$ cat config.mk
export PLATFORM = sky130hd
export DESIGN_NAME = backlight_driver_config_regs
export DESIGN_NICKNAME = d
export VERILOG_FILES = /design/src/design/backlight_cfg_pkg.sv /design/src/design/fault_link_if.sv /design/src/design/fault_monitor.sv /design/src/design/brightness_path.sv /design/src/design/backlight_driver_config_regs.sv
export SDC_FILE = /design/constraint.sdc
export NUM_CORES = 1
export LEC_CHECK = 0
export BUFFER_PORTS_ARGS = -buffer_cell sky130_fd_sc_hd__buf_2
export CORE_ASPECT_RATIO = 0.8
export CORE_MARGIN = 1
export CORE_UTILIZATION = 30
export CTS_CLUSTER_DIAMETER = 80
export DETAILED_ROUTE_END_ITERATION = 10
export PLACE_DENSITY_LB_ADDON = 0.05
export SLEW_MARGIN = 20
export SYNTH_ARGS = -nofsm -noshare
export SYNTH_HDL_FRONTEND = slang
export SYNTH_SLANG_ARGS = --single-unit
$ cat constraint.sdc
create_clock -name clock -period 1.81 [get_ports clock]
set_input_delay 0.2715 -clock clock [delete_from_list [all_inputs] [get_ports clock]]
set_output_delay 0.2715 -clock clock [all_outputs]
set_load 0.02 [all_outputs]
$ cat src/design/backlight_cfg_pkg.sv
`default_nettype none
package backlight_cfg_pkg;
   localparam int ADDR_W = 8;
   localparam int DATA_W = 8;
   localparam int CODE_W = 11;
   localparam int CODE_LOW_W = 3;
   localparam int FAULT_CTRL_W = 4;
   localparam int FLAG_W = 5;

   // register offsets
   localparam logic [ADDR_W-1:0] OFS_PWM_CTRL = 8'h12;
   localparam logic [ADDR_W-1:0] OFS_BOOST_CTRL = 8'h13;
   localparam logic [ADDR_W-1:0] OFS_AF_UPPER = 8'h15;
   localparam logic [ADDR_W-1:0] OFS_AF_LOWER = 8'h16;
   localparam logic [ADDR_W-1:0] OFS_CEILING = 8'h17;
   localparam logic [ADDR_W-1:0] OFS_CODE_LOW = 8'h18;
   localparam logic [ADDR_W-1:0] OFS_CODE_HIGH = 8'h19;
   localparam logic [ADDR_W-1:0] OFS_FAULT_CTRL = 8'h1e;
   localparam logic [ADDR_W-1:0] OFS_FAULT_FLAGS = 8'h1f;

   // reset values
   localparam logic [DATA_W-1:0] PWM_CTRL_RST = 8'h73;
   localparam logic [DATA_W-1:0] BOOST_CTRL_RST = 8'h6f;
   localparam logic [DATA_W-1:0] BOOST_CTRL_WMASK = 8'h7f;
   localparam logic [DATA_W-1:0] AF_UPPER_RST = 8'h00;
   localparam logic [DATA_W-1:0] AF_LOWER_RST = 8'h00;
   localparam logic [DATA_W-1:0] CEILING_RST = 8'h00;
   localparam logic [CODE_LOW_W-1:0] CODE_LOW_RST = 3'h7;
   localparam logic [DATA_W-1:0] CODE_HIGH_RST = 8'hff;
   localparam logic [FAULT_CTRL_W-1:0] FAULT_CTRL_RST = 4'h7;
   localparam logic [FLAG_W-1:0] FLAGS_RST = 5'h00;
   localparam logic [DATA_W-1:0] READ_ZERO = 8'h00;

   // pwm control fields
   localparam int PWM_RATE_HI = 7;
   localparam int PWM_RATE_LO = 6;
   localparam int PWM_POL_BIT = 5;
   localparam int PWM_HYST_HI = 4;
   localparam int PWM_HYST_LO = 2;
   localparam int PWM_FILT_HI = 1;
   localparam int PWM_FILT_LO = 0;
   localparam logic [2:0] HYST_INVALID = 3'h7;

   // boost control fields
   localparam int BOOST_SHIFT_BIT = 6;
   localparam int BOOST_FREQ_BIT = 5;
   localparam int BOOST_IND_BIT = 4;
   localparam int BOOST_OVP_HI = 3;
   localparam int BOOST_OVP_LO = 2;
   localparam int BOOST_ILIM_HI = 1;
   localparam int BOOST_ILIM_LO = 0;

   // fault control and flag fields
   localparam int FC_SHORT_EN_BIT = 3;
   localparam int FC_TSD_BIT = 2;
   localparam int FC_ILIM_BIT = 1;
   localparam int FC_OVP_BIT = 0;
   localparam int FLAG_OPEN_BIT = 4;
   localparam int FLAG_SHORT_BIT = 3;
   localparam int FLAG_TSD_BIT = 2;
   localparam int FLAG_ILIM_BIT = 1;
   localparam int FLAG_OVP_BIT = 0;

   typedef enum logic [1:0] {RATE_800K, RATE_4M, RATE_24M} sample_rate_t;
   typedef enum logic [1:0] {FREQ_250K, FREQ_500K, FREQ_1000K} switch_freq_t;

   function automatic logic reaches(input logic [DATA_W-1:0] level, input logic [DATA_W-1:0] thr);
      reaches = (level >= thr);
   endfunction : reaches
endpackage : backlight_cfg_pkg
`default_nettype wire

$ cat src/design/fault_link_if.sv
`timescale 1ns/1ps
`default_nettype none
interface fault_link_if;
   import backlight_cfg_pkg::*;
   logic [FAULT_CTRL_W-1:0] ctrl;
   logic [FLAG_W-1:0] raw;
   logic flags_read;
   logic [FLAG_W-1:0] flags;
   logic shutdown;
   modport regs (output ctrl, output raw, output flags_read, input flags, input shutdown);
   modport monitor (input ctrl, input raw, input flags_read, output flags, output shutdown);
endinterface : fault_link_if
`default_nettype wire

$ cat src/design/fault_monitor.sv
`timescale 1ns/1ps
`default_nettype none
module fault_monitor (
   // clock and reset
   input wire logic clock,
   input wire logic resetn,
   // fault link to register bank
   fault_link_if.monitor link
);
   import backlight_cfg_pkg::*;

   logic [FLAG_W-1:0] events;
   logic [FLAG_W-1:0] trip_mask;
   logic [FLAG_W-1:0] next_flags;
   logic next_shutdown;

   always_comb
   begin
      events = link.raw;
      events[FLAG_SHORT_BIT] = link.raw[FLAG_SHORT_BIT] & link.ctrl[FC_SHORT_EN_BIT];
      // a zero control bit arms shutdown; open string shares the overvoltage control
      trip_mask = '0;
      trip_mask[FLAG_OVP_BIT] = ~link.ctrl[FC_OVP_BIT];
      trip_mask[FLAG_OPEN_BIT] = ~link.ctrl[FC_OVP_BIT];
      trip_mask[FLAG_ILIM_BIT] = ~link.ctrl[FC_ILIM_BIT];
      trip_mask[FLAG_TSD_BIT] = ~link.ctrl[FC_TSD_BIT];
      // set wins over the clear-on-read so no event is lost
      next_flags = (link.flags & ~{FLAG_W{link.flags_read}}) | events;
      if (|(events & trip_mask))
         next_shutdown = 1'b1;
      else if (link.flags_read)
         next_shutdown = 1'b0;
      else
         next_shutdown = link.shutdown;
   end

   always_ff @(posedge clock or negedge resetn)
   begin
      if (!resetn)
      begin
         link.flags <= FLAGS_RST;
         link.shutdown <= 1'b0;
      end
      else
      begin
         link.flags <= next_flags;
         link.shutdown <= next_shutdown;
      end
   end
endmodule : fault_monitor
`default_nettype wire

$ cat src/design/brightness_path.sv
`timescale 1ns/1ps
`default_nettype none
module brightness_path (
   // clock and reset
   input wire logic clock,
   input wire logic resetn,
   // settings
   input wire logic [backlight_cfg_pkg::DATA_W-1:0] code_high,
   input wire logic [backlight_cfg_pkg::CODE_LOW_W-1:0] code_low,
   input wire logic [backlight_cfg_pkg::DATA_W-1:0] ceiling,
   input wire logic [backlight_cfg_pkg::DATA_W-1:0] af_upper,
   input wire logic [backlight_cfg_pkg::DATA_W-1:0] af_lower,
   input wire logic brightness_ceiling_input,
   // results
   output logic [backlight_cfg_pkg::CODE_W-1:0] code_out,
   output backlight_cfg_pkg::switch_freq_t freq_sel
);
   import backlight_cfg_pkg::*;

   logic [DATA_W-1:0] upper;
   logic [CODE_W-1:0] next_code_out;
   switch_freq_t next_freq_sel;

   always_comb
   begin
      upper = brightness_ceiling_input ? ceiling : code_high;
      next_code_out = {upper, code_low};
      // high threshold checked first so it takes priority
      if (reaches(upper, af_upper))
         next_freq_sel = FREQ_1000K;
      else if (reaches(upper, af_lower))
         next_freq_sel = FREQ_500K;
      else
         next_freq_sel = FREQ_250K;
   end

   always_ff @(posedge clock or negedge resetn)
   begin
      if (!resetn)
      begin
         code_out <= {CODE_HIGH_RST, CODE_LOW_RST};
         freq_sel <= FREQ_1000K;
      end
      else
      begin
         code_out <= next_code_out;
         freq_sel <= next_freq_sel;
      end
   end
endmodule : brightness_path
`default_nettype wire

$ cat src/design/backlight_driver_config_regs.sv
// Overview of operation
// - pwm control bits 7:6 pick sample rate 800k, 4M, or 24M when bit7 set.
// - pwm control bit 5 sets input sense; one means active high.
// - pwm control bits 4:2 give hysteresis 0..6 steps; 111 invalid.
// - pwm control bits 1:0 pick pulse filter none, 100, 150, 200 ns.
// - boost bit 6 zero applies minus twelve percent shift; bit 7 reserved.
// - boost bit 5 picks 500 kHz when zero, 1 MHz when one.
// - boost bit 4 tells inductor size: 10 uH or 22 uH.
// - boost bits 3:2 pick overvoltage limit 17, 21, 25, 29 V.
// - boost bits 1:0 pick current limit 750 to 1500 mA.
// - upper threshold against upper code bits chooses 500k or 1000k.
// - lower threshold against upper code bits chooses 250k or 500k.
// - ceiling input high forces upper code bits to ceiling register.
// - low brightness register holds three code lsbs, reset 111.
// - high brightness register holds eight code msbs, reset all ones.
// - fault control bit 3 enables led short detection.
// - fault control bits 2:0 zero make matching flag force shutdown.
// - flag register bits: open, short, thermal, current limit, overvoltage.
// - reserved bits and unmapped addresses read as zero.
// - device enable going high restores pwm control to reset value.
`timescale 1ns/1ps
`default_nettype none
module backlight_driver_config_regs (
   // clock and reset
   input wire logic clock,
   input wire logic resetn,
   // register access from the serial host link
   input wire logic reg_write,
   input wire logic reg_read,
   input wire logic [backlight_cfg_pkg::ADDR_W-1:0] reg_addr,
   input wire logic [backlight_cfg_pkg::DATA_W-1:0] reg_wdata,
   output logic [backlight_cfg_pkg::DATA_W-1:0] reg_rdata,
   // device enable and run state
   input wire logic device_enable,
   output logic device_running,
   output logic fault_shutdown,
   // fault detectors and ceiling pin
   input wire logic output_overvoltage_protect,
   input wire logic switch_current_limit,
   input wire logic thermal_shutdown,
   input wire logic led_open_detect,
   input wire logic led_short_detect,
   input wire logic brightness_ceiling_input,
   // pwm input conditioning settings
   output backlight_cfg_pkg::sample_rate_t pwm_sample_rate,
   output logic pwm_active_high,
   output logic [2:0] pwm_hysteresis_steps,
   output logic [1:0] pwm_filter_sel,
   // boost settings
   output logic boost_no_shift,
   output logic boost_freq_1mhz,
   output logic inductor_22uh,
   output logic [1:0] overvoltage_level,
   output logic [1:0] current_limit_level,
   // brightness results
   output logic [backlight_cfg_pkg::CODE_W-1:0] brightness_code,
   output backlight_cfg_pkg::switch_freq_t auto_freq_sel
);
   import backlight_cfg_pkg::*;

   logic [DATA_W-1:0] pwm_input_control;
   logic [DATA_W-1:0] boost_converter_control;
   logic [DATA_W-1:0] auto_freq_upper_threshold;
   logic [DATA_W-1:0] auto_freq_lower_threshold;
   logic [DATA_W-1:0] brightness_ceiling;
   logic [CODE_LOW_W-1:0] brightness_code_low;
   logic [DATA_W-1:0] brightness_code_high;
   logic [FAULT_CTRL_W-1:0] fault_response_control;
   logic enable_seen;

   logic [DATA_W-1:0] next_pwm_input_control;
   logic [DATA_W-1:0] next_boost_converter_control;
   logic [DATA_W-1:0] next_auto_freq_upper_threshold;
   logic [DATA_W-1:0] next_auto_freq_lower_threshold;
   logic [DATA_W-1:0] next_brightness_ceiling;
   logic [CODE_LOW_W-1:0] next_brightness_code_low;
   logic [DATA_W-1:0] next_brightness_code_high;
   logic [FAULT_CTRL_W-1:0] next_fault_response_control;
   logic [DATA_W-1:0] next_reg_rdata;
   logic next_device_running;
   logic next_fault_shutdown;
   sample_rate_t next_pwm_sample_rate;
   logic enable_rise;

   fault_link_if link ();

   // fault events enter the monitor as levels; it latches them
   assign link.ctrl = fault_response_control;
   assign link.raw = {led_open_detect, led_short_detect, thermal_shutdown, switch_current_limit,
                      output_overvoltage_protect};
   assign link.flags_read = reg_read && (reg_addr == OFS_FAULT_FLAGS);

   fault_monitor faults (
      .clock(clock),
      .resetn(resetn),
      .link(link.monitor)
   );

   brightness_path bright (
      .clock(clock),
      .resetn(resetn),
      .code_high(brightness_code_high),
      .code_low(brightness_code_low),
      .ceiling(brightness_ceiling),
      .af_upper(auto_freq_upper_threshold),
      .af_lower(auto_freq_lower_threshold),
      .brightness_ceiling_input(brightness_ceiling_input),
      .code_out(brightness_code),
      .freq_sel(auto_freq_sel)
   );

   function automatic logic [DATA_W-1:0] readback(input logic [ADDR_W-1:0] addr);
      readback = READ_ZERO;
      unique case (addr)
         OFS_PWM_CTRL: readback = pwm_input_control;
         OFS_BOOST_CTRL: readback = boost_converter_control & BOOST_CTRL_WMASK;
         OFS_AF_UPPER: readback = auto_freq_upper_threshold;
         OFS_AF_LOWER: readback = auto_freq_lower_threshold;
         OFS_CEILING: readback = brightness_ceiling;
         OFS_CODE_LOW: readback[CODE_LOW_W-1:0] = brightness_code_low;
         OFS_CODE_HIGH: readback = brightness_code_high;
         OFS_FAULT_CTRL: readback[FAULT_CTRL_W-1:0] = fault_response_control;
         OFS_FAULT_FLAGS: readback[FLAG_W-1:0] = link.flags;
         default: readback = READ_ZERO;
      endcase
   endfunction : readback

   always_comb
   begin
      enable_rise = device_enable && !enable_seen;
      next_pwm_input_control = pwm_input_control;
      next_boost_converter_control = boost_converter_control;
      next_auto_freq_upper_threshold = auto_freq_upper_threshold;
      next_auto_freq_lower_threshold = auto_freq_lower_threshold;
      next_brightness_ceiling = brightness_ceiling;
      next_brightness_code_low = brightness_code_low;
      next_brightness_code_high = brightness_code_high;
      next_fault_response_control = fault_response_control;
      if (reg_write)
      begin
         unique case (reg_addr)
            OFS_PWM_CTRL:
            begin
               next_pwm_input_control = reg_wdata;
               // an invalid hysteresis code is refused, old setting kept
               if (reg_wdata[PWM_HYST_HI:PWM_HYST_LO] == HYST_INVALID)
                  next_pwm_input_control[PWM_HYST_HI:PWM_HYST_LO] =
                     pwm_input_control[PWM_HYST_HI:PWM_HYST_LO];
            end
            OFS_BOOST_CTRL: next_boost_converter_control = reg_wdata & BOOST_CTRL_WMASK;
            OFS_AF_UPPER: next_auto_freq_upper_threshold = reg_wdata;
            OFS_AF_LOWER: next_auto_freq_lower_threshold = reg_wdata;
            OFS_CEILING: next_brightness_ceiling = reg_wdata;
            OFS_CODE_LOW: next_brightness_code_low = reg_wdata[CODE_LOW_W-1:0];
            OFS_CODE_HIGH: next_brightness_code_high = reg_wdata;
            OFS_FAULT_CTRL: next_fault_response_control = reg_wdata[FAULT_CTRL_W-1:0];
            default: ;
         endcase
      end
      // enable restore beats a same-cycle write
      if (enable_rise)
         next_pwm_input_control = PWM_CTRL_RST;

      if (next_pwm_input_control[PWM_RATE_HI])
         next_pwm_sample_rate = RATE_24M;
      else if (next_pwm_input_control[PWM_RATE_LO])
         next_pwm_sample_rate = RATE_4M;
      else
         next_pwm_sample_rate = RATE_800K;

      next_reg_rdata = reg_read ? readback(reg_addr) : reg_rdata;

      // a new enable edge is needed after a shutdown; a pending shutdown refuses it
      next_fault_shutdown = link.shutdown;
      if (!device_enable || link.shutdown)
         next_device_running = 1'b0;
      else if (enable_rise)
         next_device_running = 1'b1;
      else
         next_device_running = device_running;
   end

   always_ff @(posedge clock or negedge resetn)
   begin
      if (!resetn)
      begin
         pwm_input_control <= PWM_CTRL_RST;
         boost_converter_control <= BOOST_CTRL_RST;
         auto_freq_upper_threshold <= AF_UPPER_RST;
         auto_freq_lower_threshold <= AF_LOWER_RST;
         brightness_ceiling <= CEILING_RST;
         brightness_code_low <= CODE_LOW_RST;
         brightness_code_high <= CODE_HIGH_RST;
         fault_response_control <= FAULT_CTRL_RST;
         pwm_sample_rate <= RATE_4M;
         reg_rdata <= READ_ZERO;
         enable_seen <= 1'b0;
         device_running <= 1'b0;
         fault_shutdown <= 1'b0;
      end
      else
      begin
         pwm_input_control <= next_pwm_input_control;
         boost_converter_control <= next_boost_converter_control;
         auto_freq_upper_threshold <= next_auto_freq_upper_threshold;
         auto_freq_lower_threshold <= next_auto_freq_lower_threshold;
         brightness_ceiling <= next_brightness_ceiling;
         brightness_code_low <= next_brightness_code_low;
         brightness_code_high <= next_brightness_code_high;
         fault_response_control <= next_fault_response_control;
         pwm_sample_rate <= next_pwm_sample_rate;
         reg_rdata <= next_reg_rdata;
         enable_seen <= device_enable;
         device_running <= next_device_running;
         fault_shutdown <= next_fault_shutdown;
      end
   end

   // settings leave straight from the register flops
   assign pwm_active_high = pwm_input_control[PWM_POL_BIT];
   assign pwm_hysteresis_steps = pwm_input_control[PWM_HYST_HI:PWM_HYST_LO];
   assign pwm_filter_sel = pwm_input_control[PWM_FILT_HI:PWM_FILT_LO];
   assign boost_no_shift = boost_converter_control[BOOST_SHIFT_BIT];
   assign boost_freq_1mhz = boost_converter_control[BOOST_FREQ_BIT];
   assign inductor_22uh = boost_converter_control[BOOST_IND_BIT];
   assign overvoltage_level = boost_converter_control[BOOST_OVP_HI:BOOST_OVP_LO];
   assign current_limit_level = boost_converter_control[BOOST_ILIM_HI:BOOST_ILIM_LO];
endmodule : backlight_driver_config_regs
`default_nettype wire

==> summary.md, run 1 <==
| Metric | Value |
|---|---|
| Vias per cell | `about 5` |
| CP Buf/Inv Count | `1` |
| Worst Setup Start Kind | `flop` |
| Final Non-Filler Cells | `653` |
| Synthesized area per cell | `about 12 sq um` |
| Root buffer cell | `clkbuf_16` |
| Placed Instances | `~640` |
| CP max FO | `2` |
| Global placement routability congestion | `slightly below 0.8` |
| Worst Hold Path Cells | `1` |
| Router iterations before antenna repair | `4` |
| Req. time, crit path | `roughly 2000 ps` |
| Asr flop ratio synth | `100.0%` |
| Setup CP Type | `flop to flop` |
| Area leader, netlist | `dfrtp_1` |
| DR DRC count | `0` |
| Via count | `around 3200` |
| Post-route ant nets | `0` |
| Initial antenna violation count | `0` |
| CORE AREA | `~14000 sq um` |
| Min-Delay Path Class | `input pin to flop` |
| DRT iter0 DRCs | `147` |
| Syn Nets | `410` |
| IO Count | `65` |
| Pint | `between 0.003 and 0.004 W` |
| Leakage | `2.555 nW` |
| Die ar. | `approximately 15000 sq um` |
| Unrepaired setup endpoints after global routing | `yes` |
| Status | `complete, no violations` |
| Post-synthesis register bit count | `85` |
| CTS HTree Levels | `3` |
| Post-synth EDFFs | `0` |
| Slew HR | `between 70 and 80%` |
| Slowest cell on crit path | `dfstp_2` |
| Cell row count | `38` |
| Pwr Density | `~810 nW/um^2` |
| R2R cell count | `8` |
| Clock skew | `a little over 8 ps` |
| Ys Warns | `0` |
| Clk_lat worst skew | `~330 ps` |
| Num CTS Buffers | `9` |
| N_diodes | `0` |
| Slowest stage delay, CP | `between 500 and 600 ps` |
| CP Data Arrival Time | `1950 ps` |
| TritonCTS clock tree | `built` |
| HP Start | `device_enable` |
| R2r endpoint | `bright.freq_sel[0]` |
| Share of layout cells above drive strength 1 | `between 40% and 50%` |
| Hold EP | `enable_seen` |
| Largest net degree at the start of global routing | `50` |
| Clk slew on worst S/H paths | `roughly 60 ps` |
| Critical Path, Cell by Cell | `mux2i_2, buf_4, ha_4, nand2b_4, a21oi_2, o21a_1, o211ai_1, a21oi_1` |
| Post-Synthesis Cells | `around 370` |
| GR Util All Layers | `18.92%` |
| Worst r2r src | `brightness_code_high[0]` |
| Count leader, synth | `dfrtp_1` |
| PortBufs | `64` |
| WL per Instance | `approximately 20 um` |
| Final setup viols | `0` |
| Final worst path period share | `between 90% and 100%` |
| Die Ht | `between 100 and 150 um` |
| Clk buf depth | `2` |
| Sink Count | `85` |
| Yosys top cell area share | `27.17%` |
| CP Capture Type | `flop` |
| Combinational power share | `roughly 13%` |
| Synth unique cells | `56` |
| Fmax | `approximately 580 MHz` |
| Minimum clock period | `approximately 1700 ps` |
| Sw Ratio | `26.11%` |
| Max cap viols | `0` |
| First-pass GRT wire length | `around 21 mm` |
| Post-Route WL | `12.74 mm` |
| Initial core utilization | `31.29%` |
| Switching power | `~0.0011 W` |
| Post-CTS setup buffers | `0` |
| Synth top area cells | `dfrtp_1, dfstp_2, mux2_2` |
| R2R setup slack | `between 70 and 80 ps` |
| GRT Residual Overflow | `0` |
| Most used DFF post-synth | `dfrtp_1` |
| Mapped cell area | `4329 sq um` |
| Clock power share | `roughly 39%` |
| Worst-Margin Slew | `about 360 ps` |
| Seq pwr share | `47.5%` |
| Sequential cell area fraction in the yosys report | `between 50% and 60%` |
| Layout area overhead | `25.64%` |
| CP top delay family | `flip-flops` |
| DIE WIDTH | `roughly 140 um` |
| Hold Slack | `roughly 67 ps` |
| Final-report max-slew violation count | `0` |
| Commonest cells in the netlist | `dfrtp_1, dfstp_2, mux2_2` |
| Final Hold Vio Count | `0` |
| Final #Nets | `a little over 500` |
| HPWL after DPL | `~9.8 mm` |
| Vias in the first global route | `around 3400` |
| Worst IR Drop VDD | `between 400 and 500 uV` |
## flip-flops by register name, indices dropped and copies added, names as in the netlist, 5 cells and up
signal                     count
auto_freq_lower_threshold      8
auto_freq_upper_threshold      8
boost_converter_control        7
bright.code_out               11
brightness_ceiling             8
brightness_code_high           8
faults.link.flags              5
pwm_input_control              8
reg_rdata                      8
## layout make-up
class / instances / area [sq um]
Clock inverter: 3 / 22.52
Inverter: 21 / 78.83
Sequential cell: 85 / 2175
Tap cell: 180 / 225.2
Clock buffer: 13 / 250.2
Multi-Input combinational cell: 239 / 1989
Timing Repair Buffer: 112 / 698.2
Fill cell: 1377 / 8397
## how the worst max path moves through the flow
stage | from | end | depth (start not counted)
after floorplan | brightness_ceiling_input | bright.freq_sel[0] | 8
after global placement | brightness_ceiling_input | bright.freq_sel[0] | 7
after detailed placement | brightness_ceiling_input | bright.freq_sel[0] | 9
after CTS | brightness_code_high[0] | bright.freq_sel[0] | 8
after global routing | brightness_code_high[0] | bright.freq_sel[0] | 7
final | brightness_code_high[0] | bright.freq_sel[0] | 8
## power groups by stage
| stage | Sequential, W | Clock, W | Combinational [W] |
|---|---|---|---|
| 6_report | 0.00209 | 0.00172 | 0.000591 |
| 5_1_grt | 0.00210 | 0.00187 | 0.000660 |
| 4_1_cts | 0.00209 | 0.00178 | 0.000591 |
| 3_5_place_dp | 0.00212 | 0 | 0.000584 |
| 3_3_place_gp | 0.00212 | 0 | 0.000582 |
| 2_1_floorplan | 0.00216 | 0 | 0.000268 |
## per-stage QoR
step           utilization (%)  power [W]  setup WS (ps)  cell area (sq um)  setup TNS [ps]
6_report                 39.31   0.004397          74.72               5439               0
5_1_grt                  39.31   0.004629         -53.60               5439          -53.60
4_1_cts                  39.10   0.004458          15.00               5410               0
3_5_place_dp             37.03   0.002708         -188.8               5124           -1701
3_3_place_gp             37.03   0.002704         -170.6               5124           -1250
2_1_floorplan                -   0.002424          42.69               4330               0
## cell families (layout without fill, tap and decap cells)
group           after synthesis  after routing  synth area share, %
compound gates               74             74                11.88
buf+inv                      43            149                4.566
mux                          67             67                17.54
fa+ha+maj                    16             16                4.624
simple gates                 82             82                11.16
flops                        85             85                50.23
## repair_timing
| action | in CTS | in global routing |
|---|---|---|
| hold buffers | 1 | 0 |
| hold endpoints to repair | 10 | 0 |
| setup endpoints to repair | 1 | 1 |
| resized for setup | 1 | 4 |
| pin swaps | 2 | 3 |
## cells in the final DEF (no fill, tap or decap), drive strengths merged, types with 3 or more instances in the layout
master | synthesis | routed
buf | 19 | 111
mux2 | 53 | 53
dfrtp | 47 | 47
dfstp | 38 | 38
nand2 | 29 | 29
inv | 21 | 21
ha | 16 | 16
mux2i | 14 | 14
a21oi | 13 | 13
o21ai | 13 | 13
clkbuf | 3 | 13
nor2 | 9 | 9
nand3 | 9 | 9
a21o | 8 | 8
a22oi | 8 | 8
nand4 | 8 | 8
nor2b | 6 | 6
nand2b | 5 | 5
o2bb2ai | 4 | 4
o22ai | 4 | 4
and3 | 3 | 3
and2 | 3 | 3
clkinvlp | 0 | 3
## routing by layer
metal / wire [um] / up-vias / GRT usage (%)
met5: 0 / - / 0
met4: 113 / 0 / 4.048
met3: 505 / 7 / 3.873
met2: 5386 / 84 / 27.63
met1: 6736 / 1601 / 28.41
li1: - / 1547 / -
Note: power is estimated with default switching activity, not from simulation.
==> run 2: changes to the inputs <==
- CORE_UTILIZATION: 30 -> 57
- GPL_ROUTABILITY_DRIVEN: not set -> 0
==> run 2 against run 1 <==
Against the previous run: non-clock buffer count fell by 11; clock power is 31% lower; highest routed layer unchanged; critical endpoint unchanged; largest power group unchanged; final area is 5.3% lower; register-to-register slack lost 60 ps.
==> summary.md, run 2 (synthesized netlist as in run 1, its figures left out) <==
| Metric | Value |
|---|---|
| WL per Instance | `between 15 and 20 um` |
| Worst IR Drop VDD | `roughly 480 uV` |
| Metal-1 WL | `between 4 and 5 mm` |
| Final setup viols | `0` |
| Slew HR | `around 70%` |
| TritonCTS clock tree | `built` |
| Largest net degree at the start of global routing | `37` |
| N_diodes | `0` |
| Leakage | `around 2.5 nW` |
| Commonest non-fill, non-tap cell in the layout | `buf_2` |
| Layout area overhead | `18.96%` |
| Total chip power | `approximately 0.0038 W` |
| Worst-Margin Slew | `454.9 ps` |
| Die Ht | `roughly 80 um` |
| Vias in the first global route | `about 3300` |
| Number of flip-flops under the largest register name | `11` |
| Pint | `0.002798 W` |
| Root buffer cell | `clkbuf_8` |
| Max cap viols | `0` |
| Combinational power share | `15.0%` |
| CP max FO | `2` |
| Clk slew on worst S/H paths | `90 ps` |
| CP Data Arrival Time | `2030 ps` |
| First-pass GRT wire length | `around 17 mm` |
| Via count | `approximately 3300` |
| Status | `complete, no violations` |
| Post-route setup slack | `~16 ps` |
| Clk_lat worst skew | `between 300 and 400 ps` |
| Unrepaired setup endpoints after global routing | `yes` |
| Top reg by flops | `bright.code_out` |
| IO Count | `65` |
| Worst Setup Start Kind | `flop` |
| Metal3 WL | `between 500 and 600 um` |
| Met2 WL | `4.904 mm` |
| Fillers | `around 580` |
| Clk buf depth | `2` |
| Final Hold Vio Count | `0` |
| DRT iter0 DRCs | `between 150 and 200` |
| Post-Route WL | `10.53 mm` |
| Final #Nets | `500` |
| Most frequent cells in the layout | `buf_2, dfrtp_1, mux2_2, dfstp_2, buf_4` |
| Num CTS Buffers | `9` |
| Router iterations before antenna repair | `5` |
| PortBufs | `64` |
| Final worst path period share | `~99%` |
| Sw Ratio | `between 20% and 30%` |
| Setup CP Type | `flop to flop` |
| Clock skew | `slightly above 8 ps` |
| Initial core utilization | `58.84%` |
| CORE AREA | `about 7400 sq um` |
| Sink Count | `85` |
| Die ar. | `between 7000 and 8000 sq um` |
| R2R setup slack | `around 16 ps` |
| Vias per cell | `5.956` |
| GRT Residual Overflow | `0` |
| Req. time, crit path | `2050 ps` |
| Seq pwr share | `between 50% and 60%` |
| Initial antenna violation count | `0` |
| Pre-CTS WS | `-141.9 ps` |
| Share of layout cells above drive strength 1 | `approximately 46%` |
| DR DRC count | `0` |
| Fmax | `557.5 MHz` |
| Pwr Density | `about 750 nW/um^2` |
| HPWL after DPL | `roughly 8 mm` |
| CTS HTree Levels | `3` |
| GR Util All Layers | `29.22%` |
| Top Metal Used | `met4` |
| Switching power | `0.001052 W` |
| Final-report max-slew violation count | `0` |
| Minimum clock period | `between 1500 and 2000 ps` |
| Clock power share | `30.8%` |
| Post-route ant nets | `0` |
| CP Capture Type | `flop` |
| Min-Delay Path Class | `input pin to flop` |
| DIE WIDTH | `approximately 99 um` |
| Cell row count | `28` |
-- run 2: power by group through the flow --
stage	logic, W	registers (W)	clock network, W
finish	0.000577	0.00209	0.00119
global route	0.000638	0.00210	0.00127
CTS	0.000569	0.00208	0.00122
detailed placement	0.000560	0.00212	0
global placement	0.000547	0.00211	0
floorplan	0.000268	0.00216	0
-- run 2: path summary, 6_finish.rpt --
check / from / end / cells past startpoint
setup / recovery: brightness_code_high[0] / bright.freq_sel[0] / 8
hold / removal: device_enable / enable_seen / 1
setup reg to reg: brightness_code_high[0] / bright.freq_sel[0] / 8
hold reg to reg: brightness_code_low[2] / bright.code_out[2] / 0
max in group asynchronous: resetn / boost_converter_control[3] / 3
min in group asynchronous: resetn / reg_rdata[2] / 2
-- run 2: routing by layer --
layer | global-route usage (%) | vias up
met5 | 0 | -
met4 | 6.912 | 0
met2 | 46.39 | 112
li1 | - | 1509
met1 | 41.44 | 1651
met3 | 5.779 | 10
-- run 2: timing repair --
item                                    in CTS  in global routing
buffers inserted                             1                  1
hold buffers                                 1                  0
pin swaps                                    3                  3
endpoints found under the setup margin       1                  1
resized for setup                            1                  4
hold endpoints to repair                    13                  0
-- run 2: area by class of cell --
| type | count | area, sq um | share of cell area, % |
|---|---|---|---|
| Multi-Input combinational cell | 239 | 1989 | 38.63 |
| Clock inverter | 4 | 25.02 | 0.4859 |
| Tap cell | 90 | 112.6 | 2.187 |
| Timing Repair Buffer | 101 | 628.1 | 12.20 |
| Inverter | 21 | 78.83 | 1.531 |
| Sequential cell | 85 | 2175 | 42.23 |
| Clock buffer | 11 | 141.4 | 2.745 |
-- run 2: through the flow --
step / setup TNS [ps] / util, % / instance area (sq um) / hold WS, ps / std cells
5_1_grt: -58.32 / 70.00 / 5150 / 32.78 / 551
4_1_cts: 0 / 69.51 / 5114 / 31.06 / 550
2_1_floorplan: 0 / - / 4330 / -24.09 / 367
3_3_place_gp: -889.1 / 66.96 / 4926 / 239.3 / 533
3_5_place_dp: -2734 / 66.96 / 4926 / 246.4 / 533
6_report: 0 / 70.00 / 5150 / 37.58 / 551
-- run 2: worst max-delay path: stages, from the launching register on --
cell and delay [ps]:
dfstp_2 540, mux2i_2 80, buf_4 160, ha_4 250, nand2b_4 110, a21oi_2 50, o21a_1 190, o211ai_1 220
a21oi_1 80
